**config.mk**
```make
export PLATFORM = sky130hd
export DESIGN_NAME = pdbc_ctrl
export DESIGN_NICKNAME = d
export VERILOG_FILES = /design/src/verilog/pdbc_pkg.sv /design/src/verilog/pdbc_ctrl.sv /design/src/verilog/pdbc_pf_decode.sv
export SDC_FILE = /design/constraint.sdc
export NUM_CORES = 1
export LEC_CHECK = 0
export ABC_AREA = 1
export BUFFER_PORTS_ARGS = -buffer_cell sky130_fd_sc_hd__buf_4
export CORE_MARGIN = 2
export CORE_UTILIZATION = 46
export CTS_BUF_LIST = sky130_fd_sc_hd__clkbuf_2
export DETAILED_ROUTE_END_ITERATION = 10
export GPL_ROUTABILITY_DRIVEN = 0
export GPL_TIMING_DRIVEN = 0
export HOLD_SLACK_MARGIN = 0.1
export PLACE_DENSITY_LB_ADDON = 0.2
export SYNTH_ARGS = -nofsm -noshare
export SYNTH_HDL_FRONTEND = slang
export SYNTH_SLANG_ARGS = --single-unit
```
**constraint.sdc**
```tcl
create_clock -name ref_clk_i -period 1.4 [get_ports ref_clk_i]
set_input_delay 0.07 -clock ref_clk_i [delete_from_list [all_inputs] [get_ports ref_clk_i]]
set_output_delay 0.07 -clock ref_clk_i [all_outputs]
set_load 0.03 [all_outputs]
```
**src/verilog/pdbc_pkg.sv**
```systemverilog
// package: register map, field layout and encodings of the read buffering control block
package pdbc_pkg;
	// ==========================================================
	// register map
	localparam logic [7:0]  PDBC_OFF_CTRL    = 8'h40;
	localparam logic [31:0] PDBC_CTRL_RESET  = 32'h0000_0020;
	localparam logic [31:0] PDBC_CTRL_WMASK  = 32'h0000_03ff;
	localparam int          PDBC_BIT_PARK    = 0;
	localparam int          PDBC_BIT_DYNDIS  = 1;
	localparam int          PDBC_BIT_PREDDIS = 2;
	localparam int          PDBC_BIT_CFGCONV = 3;
	localparam int          PDBC_LSB_RDMUL   = 4;
	localparam int          PDBC_LSB_RDLINE  = 6;
	localparam int          PDBC_LSB_RDPLAIN = 8;
	localparam logic [3:0]  PDBC_CFG_TOP     = 4'hf;

	// ==========================================================
	// prefetch modes
	typedef enum logic [1:0] {
		PDBC_PF_LINE    = 2'h0,
		PDBC_PF_KEEPDIS = 2'h1,
		PDBC_PF_FULL    = 2'h2,
		PDBC_PF_KEEPALL = 2'h3
	} pdbc_pf_mode_t;

	// ==========================================================
	// read command kinds
	localparam logic [1:0] PDBC_CMD_MR  = 2'h0;
	localparam logic [1:0] PDBC_CMD_MRL = 2'h1;
	localparam logic [1:0] PDBC_CMD_MRM = 2'h2;

	// ==========================================================
	// carriers
	typedef struct packed {
		logic        valid;
		logic [1:0]  cmd;
		logic        prefetchable;
	} pdbc_rd_req_t;

	typedef struct packed {
		logic        full;
		logic        keep_on_disc;
		logic        keep_on_end;
	} pdbc_pf_dec_t;

	// retained data states, one-hot
	typedef enum logic [1:0] {
		PDBC_RET_EMPTY = 2'b01,
		PDBC_RET_HELD  = 2'b10
	} pdbc_ret_state_t;
endpackage : pdbc_pkg

```
**src/verilog/pdbc_ctrl.sv**
```systemverilog
// module: read buffering control register and its policy outputs
//
// Strobed register access is this design's own decision.
`timescale 1ns/1ps
`default_nettype none
// Behaviour
// - park bit: 0 last master, 1 bridge
// - bit1 set disables dynamic prefetch control
// - bit2 set disables completion data prediction
// - bit3 converts type0 to type1 when top nibble ones
// - conversion forces address bit 0 to 1, type 1
// - read multiple 00 one line, reset 10
// - mode 01 full, keep data after disconnect
// - mode 11 keeps after any end; 10 full
// - read line field same encodings, reset 00
// - plain read field, 00 one line
module pdbc_ctrl
	import pdbc_pkg::*;
(
	// clock and reset
	input  wire logic         ref_clk_i,
	input  wire logic         rst_b_i,
	// register port
	input  wire logic [7:0]   reg_addr_i,
	input  wire logic [31:0]  reg_wdata_i,
	input  wire logic         reg_wr_i,
	input  wire logic         reg_rd_i,
	output logic      [31:0]  reg_rdata_o,
	// arbiter and completion policy
	output logic              park_bridge_o,
	output logic              dyn_ctrl_en_o,
	output logic              pred_en_o,
	// configuration conversion
	input  wire logic         cfg_valid_i,
	input  wire logic [31:0]  cfg_addr_i,
	output logic              cfg_type1_o,
	output logic [31:0]       cfg_addr_o,
	// read request and termination
	input  wire pdbc_rd_req_t rd_req_i,
	input  wire logic         rd_disc_i,
	input  wire logic         rd_end_i,
	input  wire logic         rd_hit_i,
	input  wire logic         discard_exp_i,
	output logic              pf_full_o,
	output logic              refetch_o,
	output logic              ret_held_o
);
	// ==========================================================
	// state
	typedef struct packed {
		logic [31:0]     ctrl;
		logic [31:0]     rdata;
		logic            park;
		logic            dyn;
		logic            pred;
		logic            type1;
		logic [31:0]     caddr;
		logic            full;
		logic            refetch;
		pdbc_ret_state_t ret;
		logic            keep_disc;
		logic            keep_end;
	} pdbc_state_t;

	pdbc_state_t  st_reg;
	pdbc_state_t  st_next;
	logic [1:0]   mode_sel;
	pdbc_pf_dec_t dec;

	// ==========================================================
	// mode select per command
	always_comb
	begin
		if (rd_req_i.cmd == PDBC_CMD_MRM)
			mode_sel = st_reg.ctrl[PDBC_LSB_RDMUL +: 2];
		else if (rd_req_i.cmd == PDBC_CMD_MRL)
			mode_sel = st_reg.ctrl[PDBC_LSB_RDLINE +: 2];
		else
			mode_sel = st_reg.ctrl[PDBC_LSB_RDPLAIN +: 2];
	end

	pdbc_pf_decode u_dec (
		.mode_i         (mode_sel),
		.prefetchable_i (rd_req_i.prefetchable),
		.dec_o          (dec)
	);

	// ==========================================================
	// next state
	always_comb
	begin
		st_next         = st_reg;
		st_next.refetch = 1'b0;
		st_next.rdata   = '0;
		if (reg_wr_i && (reg_addr_i == PDBC_OFF_CTRL))
			st_next.ctrl = reg_wdata_i & PDBC_CTRL_WMASK;
		if (reg_rd_i && (reg_addr_i == PDBC_OFF_CTRL))
			st_next.rdata = st_reg.ctrl;
		st_next.park = st_reg.ctrl[PDBC_BIT_PARK];
		st_next.dyn  = ~st_reg.ctrl[PDBC_BIT_DYNDIS];
		st_next.pred = ~st_reg.ctrl[PDBC_BIT_PREDDIS];
		if (cfg_valid_i)
		begin
			st_next.caddr = cfg_addr_i;
			st_next.type1 = 1'b0;
			if (st_reg.ctrl[PDBC_BIT_CFGCONV] && (cfg_addr_i[31:28] == PDBC_CFG_TOP))
			begin
				st_next.type1    = 1'b1;
				st_next.caddr[0] = 1'b1;
			end
		end
		if (rd_req_i.valid)
		begin
			st_next.full = dec.full;
			if (st_reg.ret == PDBC_RET_EMPTY || !rd_hit_i)
			begin
				st_next.refetch   = 1'b1;
				st_next.ret       = PDBC_RET_EMPTY;
				st_next.keep_disc = dec.keep_on_disc;
				st_next.keep_end  = dec.keep_on_end;
			end
		end
		case (st_reg.ret)
			PDBC_RET_EMPTY:
			begin
				if ((rd_disc_i && st_reg.keep_disc) || (rd_end_i && st_reg.keep_end))
					st_next.ret = PDBC_RET_HELD;
			end
			PDBC_RET_HELD:
			begin
				if (discard_exp_i)
					st_next.ret = PDBC_RET_EMPTY;
			end
			default:
			begin
				st_next.ret = PDBC_RET_EMPTY;
			end
		endcase
	end

	// ==========================================================
	// registers
	always_ff @(posedge ref_clk_i)
	begin
		if (!rst_b_i)
		begin
			st_reg       <= '0;
			st_reg.ctrl  <= PDBC_CTRL_RESET;
			st_reg.dyn   <= 1'b1;
			st_reg.pred  <= 1'b1;
			st_reg.ret   <= PDBC_RET_EMPTY;
		end
		else
			st_reg <= st_next;
	end

	assign reg_rdata_o   = st_reg.rdata;
	assign park_bridge_o = st_reg.park;
	assign dyn_ctrl_en_o = st_reg.dyn;
	assign pred_en_o     = st_reg.pred;
	assign cfg_type1_o   = st_reg.type1;
	assign cfg_addr_o    = st_reg.caddr;
	assign pf_full_o     = st_reg.full;
	assign refetch_o     = st_reg.refetch;
	assign ret_held_o    = (st_reg.ret == PDBC_RET_HELD);

	// ==========================================================
	// checks
	AST_PARK: assert property (@(posedge ref_clk_i) disable iff (!rst_b_i)
		park_bridge_o == $past(st_reg.ctrl[PDBC_BIT_PARK]))
		else $error("park select mismatch");
	AST_DYN: assert property (@(posedge ref_clk_i) disable iff (!rst_b_i)
		reg_wr_i && reg_addr_i == PDBC_OFF_CTRL |-> ##2 dyn_ctrl_en_o == !$past(reg_wdata_i[1], 2))
		else $error("dynamic control mismatch");
	AST_PRED: assert property (@(posedge ref_clk_i) disable iff (!rst_b_i)
		reg_wr_i && reg_addr_i == PDBC_OFF_CTRL |-> ##2 pred_en_o == !$past(reg_wdata_i[2], 2))
		else $error("prediction mismatch");
	AST_CONV: assert property (@(posedge ref_clk_i) disable iff (!rst_b_i)
		cfg_valid_i |=> cfg_type1_o == ($past(st_reg.ctrl[3]) && $past(cfg_addr_i[31:28]) == 4'hf))
		else $error("conversion decision wrong");
	AST_AD0: assert property (@(posedge ref_clk_i) disable iff (!rst_b_i)
		cfg_type1_o |-> cfg_addr_o[0])
		else $error("converted access not type 1");
	AST_MUL_LINE: assert property (@(posedge ref_clk_i) disable iff (!rst_b_i)
		rd_req_i.valid && rd_req_i.cmd == PDBC_CMD_MRM && st_reg.ctrl[5:4] == 2'h0 |=> !pf_full_o)
		else $error("read multiple 00 prefetched fully");
	AST_LINE_FULL: assert property (@(posedge ref_clk_i) disable iff (!rst_b_i)
		rd_req_i.valid && rd_req_i.cmd == PDBC_CMD_MRL && rd_req_i.prefetchable
		&& st_reg.ctrl[7:6] != 2'h0 |=> pf_full_o)
		else $error("read line full prefetch missing");
	AST_PLAIN: assert property (@(posedge ref_clk_i) disable iff (!rst_b_i)
		rd_req_i.valid && rd_req_i.cmd == PDBC_CMD_MR && st_reg.ctrl[9:8] == 2'h0 |=> !pf_full_o)
		else $error("plain read 00 prefetched fully");
	AST_KEEP: assert property (@(posedge ref_clk_i) disable iff (!rst_b_i)
		!ret_held_o && rd_end_i && st_reg.keep_end |=> ret_held_o)
		else $error("data not kept after end");
	AST_EXPIRE: assert property (@(posedge ref_clk_i) disable iff (!rst_b_i)
		ret_held_o && discard_exp_i |=> !ret_held_o)
		else $error("retained data survived expiry");
endmodule : pdbc_ctrl
`default_nettype wire

```
**src/verilog/pdbc_pf_decode.sv**
```systemverilog
// module: decode of one prefetch mode field
`timescale 1ns/1ps
`default_nettype none
module pdbc_pf_decode
	import pdbc_pkg::*;
(
	// mode in
	input  wire logic [1:0]   mode_i,
	input  wire logic         prefetchable_i,
	// decode out
	output pdbc_pf_dec_t      dec_o
);
	always_comb
	begin
		dec_o              = '0;
		dec_o.full         = prefetchable_i && (mode_i != PDBC_PF_LINE);
		dec_o.keep_on_disc = prefetchable_i && ((mode_i == PDBC_PF_KEEPDIS)
			|| (mode_i == PDBC_PF_KEEPALL));
		dec_o.keep_on_end  = prefetchable_i && (mode_i == PDBC_PF_KEEPALL);
	end
endmodule : pdbc_pf_decode
`default_nettype wire

```
==> results of run 1 <==
## synth_stat cells
cell	n
sky130_fd_sc_hd__nor2_1	99
sky130_fd_sc_hd__buf_4	65
sky130_fd_sc_hd__dfxtp_1	62
sky130_fd_sc_hd__nand2_1	35
sky130_fd_sc_hd__o21ai_0	35
sky130_fd_sc_hd__inv_1	25
sky130_fd_sc_hd__nand3_1	11
sky130_fd_sc_hd__nand3b_1	9
sky130_fd_sc_hd__buf_2	7
sky130_fd_sc_hd__a21oi_1	6
sky130_fd_sc_hd__inv_2	5
sky130_fd_sc_hd__clkbuf_1	3
sky130_fd_sc_hd__clkbuf_2	2
sky130_fd_sc_hd__ha_1	2
sky130_fd_sc_hd__nand4_1	2
sky130_fd_sc_hd__nor2_4	2
sky130_fd_sc_hd__a22o_1	1
sky130_fd_sc_hd__clkinv_4	1
sky130_fd_sc_hd__conb_1	1
sky130_fd_sc_hd__nand2_4	1
sky130_fd_sc_hd__nand3_4	1
sky130_fd_sc_hd__nand4_2	1
sky130_fd_sc_hd__nand4_4	1
sky130_fd_sc_hd__nor2_2	1
## layout by cell type (no fill, tap or decap), drive strengths merged
| cell | n |
|---|---|
| clkinv | 6 |
| nor2 | 102 |
| clkbuf | 14 |
| inv | 30 |
| nand3 | 12 |
| nand4 | 4 |
| conb | 22 |
| dfxtp | 62 |
| bufinv | 1 |
| nand2 | 36 |
| a21oi | 6 |
| o21ai | 35 |
| a22o | 1 |
| dlygate4sd3 | 103 |
| buf | 184 |
| nand3b | 9 |
| ha | 2 |
## worst register-to-register path, delay by kind of cell (launching register included)
| kind | cells | cell delay [ns] |
|---|---|---|
| simple gates | 2 | 0.18 |
| buf+inv | 2 | 0.60 |
| flops | 1 | 0.37 |
| compound gates | 1 | 0.13 |
## cell type report
class / instances / area, sq um / share of cell area
Sequential cell: 62 / 1240 / 0.246
Timing Repair Buffer: 214 / 1870 / 0.369
Tap cell: 75 / 93.8 / 0.0185
Clock buffer: 10 / 50.0 / 0.00988
Inverter: 31 / 121 / 0.0240
Multi-Input combinational cell: 229 / 1070 / 0.211
Clock inverter: 6 / 52.6 / 0.0104
Buffer: 77 / 568 / 0.112
## stage by stage
stage                     setup slack [ns]  hold WS, ns  std cells
final                              -0.0299        0.120        704
after global routing               -0.0396        0.127        704
after CTS                          0.00904        0.103        702
after detailed placement            0.0498        0.280        583
after global placement              0.0990        0.266        583
after floorplan                      0.212        0.163        399
## how the worst max path moves through the flow
stage | start | to | slack, ns | depth (start not counted)
4_1_cts | rst_b_i | reg_rdata_o[9] | 0.009 | 5
3_3_place_gp | st_reg[3] | st_reg[2] | 0.1 | 8
5_1_grt | cfg_valid_i | cfg_addr_o[22] | -0.04 | 7
2_1_floorplan | st_reg[3] | st_reg[2] | 0.21 | 8
3_5_place_dp | st_reg[3] | st_reg[2] | 0.05 | 8
6_report | cfg_valid_i | cfg_addr_o[22] | -0.03 | 7
## cells by family (layout without fill, tap and decap cells)
family | after synthesis | count (layout) | synth area share
other | 1 | 22 | 0.00130
and+or+nand+nor | 163 | 163 | 0.253
adders and majority gates | 2 | 2 | 0.00869
DFF | 62 | 62 | 0.431
buffers and inverters | 108 | 338 | 0.231
AOI/OAI and AO/OA | 42 | 42 | 0.0743
## power breakdown
| group | internal, mW | leakage [nW] | total [mW] | switching [mW] |
|---|---|---|---|---|
| Clock | 0.400 | 0.0705 | 1.06 | 0.657 |
| Combinational | 0.574 | 2.02 | 1.11 | 0.537 |
| Sequential | 1.84 | 0.509 | 1.89 | 0.0476 |
## what timing repair did
item,CTS,global route
hold endpoints to repair,62,6
hold buffers,103,1
resized for setup,1,40
setup buffers,0,2
endpoints found under the setup margin,1,40
## routing by layer
layer / vias to the layer above / wire length, microns / GRT usage
li1: 1578 / - / -
met1: 1460 / 3650 / 0.305
met2: 132 / 4930 / 0.506
met3: 35 / 584 / 0.0636
met4: 0 / 355 / 0.140
met5: - / 0 / 0
==> results_dict.tcl, run 1 <==
set metrics [dict create \
    outcome "complete, but fails checks" \
    failing_checks "negative setup slack" \
    clock_tree.root_cell "sky130_fd_sc_hd__clkbuf_2" \
    grt_antenna_before_repair 0 \
    cts_max_path_buffers 2 \
    report.power.total_mw 4.06 \
    insertion_delay_ns 0.49 \
    worst_setup_path_start_kind "input pin" \
    path_delay_family "buffers and inverters" \
    syn-instance-count 378 \
    die_outline_height_microns 83.1 \
    report.final.slew_viol_count 0 \
    final.fill_count 338 \
    worst-r2r-setup-slack_ns 0.06 \
    largest_cells_by_area_after_synthesis "sky130_fd_sc_hd__dfxtp_1 43%, sky130_fd_sc_hd__buf_4 17%, sky130_fd_sc_hd__nor2_1 13%" \
    critical_path.reg2reg.endpoint "cfg_addr_o[0]" \
    dr.first_iter.drc_count 186 \
    post_synth_instance_area_sq_mm 0.00288 \
    diodes 0 \
    pin_count_of_the_biggest_net_entering_global_routing 11 \
    dpl_cell_area_sq_mm 0.00387 \
    power_density_mw_per_mm2 801 \
    globalRoute.totalOverflow 0 \
    vdd_drop_max_v 0.000655 \
    netlist-cell-type-count 24 \
    finalClockSkew_ns 0.0149 \
    initial_utilization 0.481 \
    crit_path_buf_inv_count 5 \
    synth.yosys.warnings 0 \
    tritoncts "built" \
    dpl.hpwl_mm 5.01 \
    core-area_sq_mm 0.00599 \
    hold_depth 8 \
    fin_crit_sh 1.02 \
    min_to "st_reg[76]" \
    synth.ff_latch_count 62 \
    postLayoutSetupSlackWorst_ns -0.0299 \
    power.static_leakage_nw 2.60 \
    timing.reg2reg.worst_path_depth 5 \
    cts_inserted_buffers 9 \
    port_buffers 109 \
    synthDominantAreaCellType "sky130_fd_sc_hd__dfxtp_1" \
    clk_pin_slew_ns 0.18 \
    cts-htree-levels 3 \
    critical_setup_path_class "in2reg" \
    finalInstanceArea_sq_mm 0.00506 \
    cp-end-kind "register" \
    crit-reg2reg-launch "st_reg[77]" \
    min_path_type "in2reg" \
    drc_viols 0 \
    pin_count 156 \
    timing.critical_path.cells "dlygate4sd3_1 > buf_4 > inv_1 > buf_4 > nor2_1 > nor2_1 > dlygate4sd3_1" \
    num_rows 28 \
    detail_route.vias_per_cell 4.55 \
    grt_pass1_vias 3364 \
    routed_wirelength_mm 9.52 \
    cp_data_required_time_ns 1.84 \
    finalNetCount 711 \
    critPathSlowestCell "sky130_fd_sc_hd__dlygate4sd3_1" \
    synth_seq_area_share 0.431 \
    wire_length_of_the_first_global_routing_pass_mm 15.5 \
    cts_num_sinks 62 \
    hold_start "reg_addr_i[5]" \
    worstPathArrival_ns 1.87 \
    period_needed_ns 1.43 \
    timing.setup.tns_ns -0.0627 \
    finalCoreUtilization 0.845 \
    final_setup_viols 6 \
    grt_setup_unrepaired "yes" \
    timing.final.hold_violations 0 \
    drt.antenna.violating_nets 0 \
    die_area_sq_mm 0.00691 \
    synthDominantCellAreaShare 0.431 \
    max_ffs_per_register 32 \
    die_x_microns 83.1 \
    synthToLayoutAreaGrowth_pct 75.9 \
    drt-wirelength-per-cell_microns 13.5 \
    post_route_cells_drive_above_1_share 0.350 \
    detailroute.via_count 3205 \
    path_max_fanout 10 \
    detailedRoute.firstPassIterationCount 4 \
    highest_attainable_clock_frequency_mhz 699 \
    critPathMaxStageDelay_ns 0.58 \
    global_route.usage.total 0.280 \
    synth_area_per_cell_sq_um 7.62 \
    max_cap_viol_count 0 \
]
(Power assumes the default switching activity.)
==> inputs of run 2 (changes only) <==
--- a/config.mk
+++ b/config.mk
@@ -8,7 +8,7 @@
 export ABC_AREA = 1
 export BUFFER_PORTS_ARGS = -buffer_cell sky130_fd_sc_hd__buf_4
 export CORE_MARGIN = 2
-export CORE_UTILIZATION = 46
+export CORE_UTILIZATION = 40
 export CTS_BUF_LIST = sky130_fd_sc_hd__clkbuf_2
 export DETAILED_ROUTE_END_ITERATION = 10
 export GPL_ROUTABILITY_DRIVEN = 0
==> run 2 against run 1 <==
  * The flow now finishes without violations
  * Critical endpoint unchanged
  * Routed wire length decreased by 7.8%
  * Via count decreased by 1.2%
  * Clock skew about the same
  * Critical path depth decreased by 1
  * Power increased by 4.3%
  * Largest power group unchanged
  * Count of clock-buffer cells in the layout decreased by 1
==> results_dict.tcl, run 2 (synthesis gave the netlist of run 1 again) <==
set metrics [dict create \
    diodes 0 \
    clk_pin_slew_ns 0.17 \
    initial_utilization 0.419 \
    finalCoreUtilization 0.739 \
    final.fill_count 533 \
    synthToLayoutAreaGrowth_pct 76.2 \
    globalRoute.totalOverflow 0 \
    max_cap_viol_count 0 \
    min_path_type "in2reg" \
    drt.antenna.violating_nets 0 \
    dpl.hpwl_mm 5.21 \
    cts-htree-levels 3 \
    pin_count 156 \
    post_route_cells_drive_above_1_share 0.345 \
    num_rows 30 \
    final_common_cell "sky130_fd_sc_hd__buf_4" \
    timing.final.hold_violations 0 \
    worst_setup_path_start_kind "input pin" \
    cp-end-kind "register" \
    grt_antenna_before_repair 0 \
    die_area_sq_mm 0.00789 \
    grt_setup_unrepaired "no" \
    crit-reg2reg-launch "st_reg[2]" \
    dpl_cell_area_sq_mm 0.00390 \
    outcome "completed" \
    detail_route.vias_per_cell 4.38 \
    drc_viols 0 \
    stdcell_count 722 \
    layout_common_cells "173 x sky130_fd_sc_hd__buf_4, 101 x sky130_fd_sc_hd__dlygate4sd3_1, 99 x sky130_fd_sc_hd__nor2_1" \
    multi_input_area_sq_mm 0.00106 \
    path_max_fanout 10 \
    port_buffers 109 \
    regArea_sq_mm 0.00124 \
    period_needed_ns 1.39 \
    worstPathArrival_ns 1.78 \
    die_x_microns 88.8 \
    critical_setup_path_class "in2reg" \
    pin_count_of_the_biggest_net_entering_global_routing 12 \
    clock_tree.root_cell "sky130_fd_sc_hd__clkbuf_2" \
    fin_crit_sh 0.996 \
    grt_pass1_vias 3300 \
    power.static_leakage_nw 2.57 \
    finalClockSkew_ns 0.0152 \
    vdd_drop_max_v 0.000865 \
    cp-startpoint "cfg_valid_i" \
    detailedRoute.firstPassIterationCount 5 \
    cts_inserted_buffers 9 \
    dr.first_iter.drc_count 79 \
    worst_hold_slack_ns 0.0158 \
    hold_start "cfg_valid_i" \
    cp_data_required_time_ns 1.79 \
    report.final.slew_viol_count 0 \
    power_density_mw_per_mm2 834 \
    finalInstanceArea_sq_mm 0.00507 \
    global_route.usage.total 0.238 \
    timing.setup.tns_ns 0 \
    cts_num_sinks 62 \
    core-area_sq_mm 0.00687 \
    highest_attainable_clock_frequency_mhz 717 \
    die_outline_height_microns 88.8 \
    routed_wirelength_mm 8.78 \
    cts_max_path_buffers 2 \
    tritoncts "built" \
    place_inst 604 \
    max_ffs_per_register 32 \
    drt-wirelength-per-cell_microns 12.2 \
    final_setup_viols 0 \
    finalNetCount 708 \
    detailroute.via_count 3165 \
    wire_length_of_the_first_global_routing_pass_mm 14.4 \
    insertion_delay_ns 0.48 \
]
-- run 2: cell count changes in the layout (fill, tap and decap cells not counted), sizes merged --
cell	delta
buf	-3
clkbuf	+1
clkinv	-1
dlygate4sd3	-2
clkinvlp	+1
bufinv	+1
-- run 2: area by class of cell --
type,instances,share of cell area
clock buffers,9,0.00888
inverters,31,0.0239
clock inverters,7,0.0175
plain buffers,77,0.110
repair buffers,211,0.363
well taps,96,0.0237
flip-flops and latches,62,0.245
multi-input cells,229,0.208
-- run 2: metrics by stage --
step / setup WS (ns) / total power [mW]
2_1_floorplan: 0.212 / 2.45
3_3_place_gp: 0.125 / 2.73
3_5_place_dp: 0.0718 / 2.75
4_1_cts: 0.0151 / 4.20
5_1_grt: 0.00965 / 4.42
6_report: 0.00592 / 4.23
-- run 2: repair_timing --
action	4_1_cts	5_1_grt
gates cloned	0	0
pin swaps	0	1
hold endpoints to repair	62	1
gates resized for setup	2	15
buffers inserted	0	1
hold buffers	101	1
endpoints found under the setup margin	1	22
-- run 2: power breakdown --
part           internal [mW]  switching (mW)  leakage [nW]  total, mW
registers               1.84          0.0398         0.509       1.88
logic                  0.566           0.520          1.99       1.09
clock network          0.579           0.687        0.0770       1.27
-- run 2: path summary, 6_finish.rpt --
| path | slack (ns) | to | cells after the start |
|---|---|---|---|
| worst max-delay path | 0.006 | cfg_addr_o[22] | 6 |
| worst min-delay path | 0.02 | cfg_addr_o[0] | 5 |
| worst max register to register | 0.05 | st_reg[2] | 8 |
| worst min register to register | 0.43 | pred_en_o | 1 |
-- run 2: worst max-delay path: stages --
cell and delay [ns]:
sky130_fd_sc_hd__buf_2 0.16, sky130_fd_sc_hd__dlygate4sd3_1 0.57, sky130_fd_sc_hd__clkbuf_4 0.19, sky130_fd_sc_hd__o21ai_0 0.18, sky130_fd_sc_hd__nor2_1 0.06, sky130_fd_sc_hd__dlygate4sd3_1 0.56
-- run 2: metal layers --
| metal | wire length (microns) | vias up | track usage |
|---|---|---|---|
| met3 | 450 | 32 | 0.0616 |
| met5 | 0 | - | 0 |
| met2 | 4880 | 112 | 0.453 |
| li1 | - | 1576 | - |
| met1 | 3160 | 1445 | 0.230 |
| met4 | 289 | 0 | 0.134 |
==> inputs of run 3 (changes only) <==
--- a/config.mk
+++ b/config.mk
@@ -14,7 +14,7 @@
 export GPL_ROUTABILITY_DRIVEN = 0
 export GPL_TIMING_DRIVEN = 0
 export HOLD_SLACK_MARGIN = 0.1
-export PLACE_DENSITY_LB_ADDON = 0.2
+export PLACE_DENSITY = 0.73
 export SYNTH_ARGS = -nofsm -noshare
 export SYNTH_HDL_FRONTEND = slang
 export SYNTH_SLANG_ARGS = --single-unit
==> run 3 against run 2 <==
  * The flow now finishes with violations (negative setup slack)
  * Critical path depth unchanged
  * Final area decreased by 1.2%
  * Clock skew increased by 0.018 ns
  * Count of clock-buffer cells in the layout increased by 1
  * Core utilization decreased by 0.86 points
  * Sequential power about the same
  * Flip-flop and latch count unchanged
  * Largest cell class unchanged
  * Sequential share of layout area increased by 0.29 points
  * Routed wire length increased by 1.0%
  * Setup slack got worse by 0.077 ns
  * Via count decreased by 2.2%
  * Clock power decreased by 32%
==> results_dict.tcl, run 3 (synthesis gave the netlist of run 1 again) <==
set metrics [dict create \
    place_ws_ns 0.0376 \
    critPathSlowestCell "sky130_fd_sc_hd__dlygate4sd3_1" \
    report.power.total_mw 3.83 \
    power.static_leakage_nw 2.55 \
    pin_count 156 \
    dpl.hpwl_mm 4.99 \
    tritoncts "built" \
    worstPathArrival_ns 1.85 \
    port_buffers 109 \
    detail_route.vias_per_cell 4.30 \
    detailroute.via_count 3096 \
    postLayoutSetupSlackWorst_ns -0.0715 \
    layout_common_cells "175 x sky130_fd_sc_hd__buf_4, 100 x sky130_fd_sc_hd__dlygate4sd3_1, 99 x sky130_fd_sc_hd__nor2_1" \
    vdd_drop_max_v 0.000680 \
    critical_setup_path_class "in2reg" \
    worst_setup_path_start_kind "input pin" \
    timing.reg2reg.worst_path_depth 8 \
    wire_length_of_the_first_global_routing_pass_mm 13.9 \
    min_path_type "in2reg" \
    fin_crit_sh 1.05 \
    diodes 0 \
    insertion_delay_ns 0.48 \
    drt-wirelength-per-cell_microns 12.3 \
    cts_inserted_buffers 9 \
    cts_num_sinks 62 \
    cp-startpoint "cfg_valid_i" \
    final.fill_count 512 \
    initial_utilization 0.419 \
    timing.final.hold_violations 0 \
    clock_tree.root_cell "sky130_fd_sc_hd__clkbuf_2" \
    num_rows 30 \
    worst-r2r-setup-slack_ns 0.05 \
    clk_pin_slew_ns 0.16 \
    critPathMaxStageDelay_ns 0.57 \
    max_cap_viol_count 0 \
    cp-end-kind "register" \
    final_common_cell "sky130_fd_sc_hd__buf_4" \
    failing_checks "negative setup slack" \
    worst_hold_slack_ns 0.357 \
    final_setup_viols 18 \
    cts_max_path_buffers 2 \
    core-area_sq_mm 0.00687 \
    grt_antenna_before_repair 0 \
    timing.setup.tns_ns -0.450 \
    highest_attainable_clock_frequency_mhz 680 \
    power_density_mw_per_mm2 764 \
    grt_setup_unrepaired "yes" \
    pin_count_of_the_biggest_net_entering_global_routing 11 \
    report.final.slew_viol_count 0 \
    die_outline_height_microns 88.8 \
    cp_data_required_time_ns 1.77 \
    die_x_microns 88.8 \
    crit_top_cell "sky130_fd_sc_hd__dlygate4sd3_1" \
    routed_wirelength_mm 8.87 \
    path_max_fanout 10 \
    global_route.usage.total 0.229 \
    critical_path.reg2reg.endpoint "st_reg[2]" \
    detailedRoute.firstPassIterationCount 4 \
    finalNetCount 706 \
    synthToLayoutAreaGrowth_pct 74.2 \
    cts-htree-levels 3 \
    globalRoute.totalOverflow 0 \
    drc_viols 0 \
    max_ffs_per_register 32 \
    grt_pass1_vias 3212 \
    die_area_sq_mm 0.00789 \
    dr.first_iter.drc_count 75 \
    post_route_cells_drive_above_1_share 0.343 \
    finalClockSkew_ns 0.0329 \
    setup.worst_path.end "cfg_addr_o[14]" \
    timing.critical_path.cells "dlygate4sd3_1 > clkbuf_4 > buf_2 > o21ai_0 > nor2_1 > dlygate4sd3_1" \
    period_needed_ns 1.47 \
    outcome "complete, but fails checks" \
    post_cts.repair.setup_buffers 0 \
    drt.antenna.violating_nets 0 \
    crit-reg2reg-launch "st_reg[3]" \
]
==> run 3: cell types whose count changed in the layout (fill, tap and decap cells not counted), sizes merged <==
cell and change:
bufinv -2, buf -1, clkbuf +1, clkinv +1, dlygate4sd3 -1
==> run 3: per-layer routing <==
metal	GRT usage	wire [microns]
met5	0	0
met4	0.0689	125
met3	0.0812	492
met2	0.446	4940
met1	0.224	3310
==> run 3: cell type report <==
| cell class | instances | area, sq um | share of cell area |
|---|---|---|---|
| timing repair buffer | 209 | 1820 | 0.364 |
| multi-input combinational | 229 | 1070 | 0.213 |
| clock buffer | 10 | 50.0 | 0.00998 |
| sequential | 62 | 1240 | 0.248 |
| tap | 96 | 120 | 0.0240 |
| clock inverter | 6 | 28.8 | 0.00574 |
| buffer | 77 | 562 | 0.112 |
| inverter | 31 | 121 | 0.0242 |
==> run 3: per-stage QoR <==
step,instance area [sq um],cells,util
5_1_grt,5010,720,0.730
4_1_cts,4980,720,0.725
3_5_place_dp,3900,604,0.567
6_report,5010,720,0.730
2_1_floorplan,2960,399,-
3_3_place_gp,3900,604,0.567
==> run 3: what timing repair did <==
item                       in CTS  in global routing
setup endpoints to repair       1                 32
hold endpoints to repair       62                  0
hold buffers                  100                  0
resized for setup               2                 30
pin swaps                       0                  1
cloned                          0                  0
==> run 3: power by group <==
part	internal (mW)	total (mW)	switching [mW]
sequential	1.84	1.88	0.0409
clock	0.218	0.861	0.643
combinational	0.565	1.09	0.523
==> run 3: worst min-delay path by stage <==
stage | start | end | depth (start not counted) | slack [ns]
after CTS | rd_req_i[3] | pf_full_o | 3 | 0.29
after global routing | rd_req_i[3] | pf_full_o | 3 | 0.29
final | rd_req_i[3] | pf_full_o | 3 | 0.36
after detailed placement | rd_req_i[3] | pf_full_o | 2 | 0.28
after floorplan | rd_req_i[3] | pf_full_o | 1 | 0.16
after global placement | rd_req_i[3] | pf_full_o | 2 | 0.27
==> run 3: worst max-delay path, delay by kind of cell <==
kind / cells / cell delay (ns)
simple gates: 1 / 0.06
compound gates: 1 / 0.23
buf+inv: 4 / 1.49
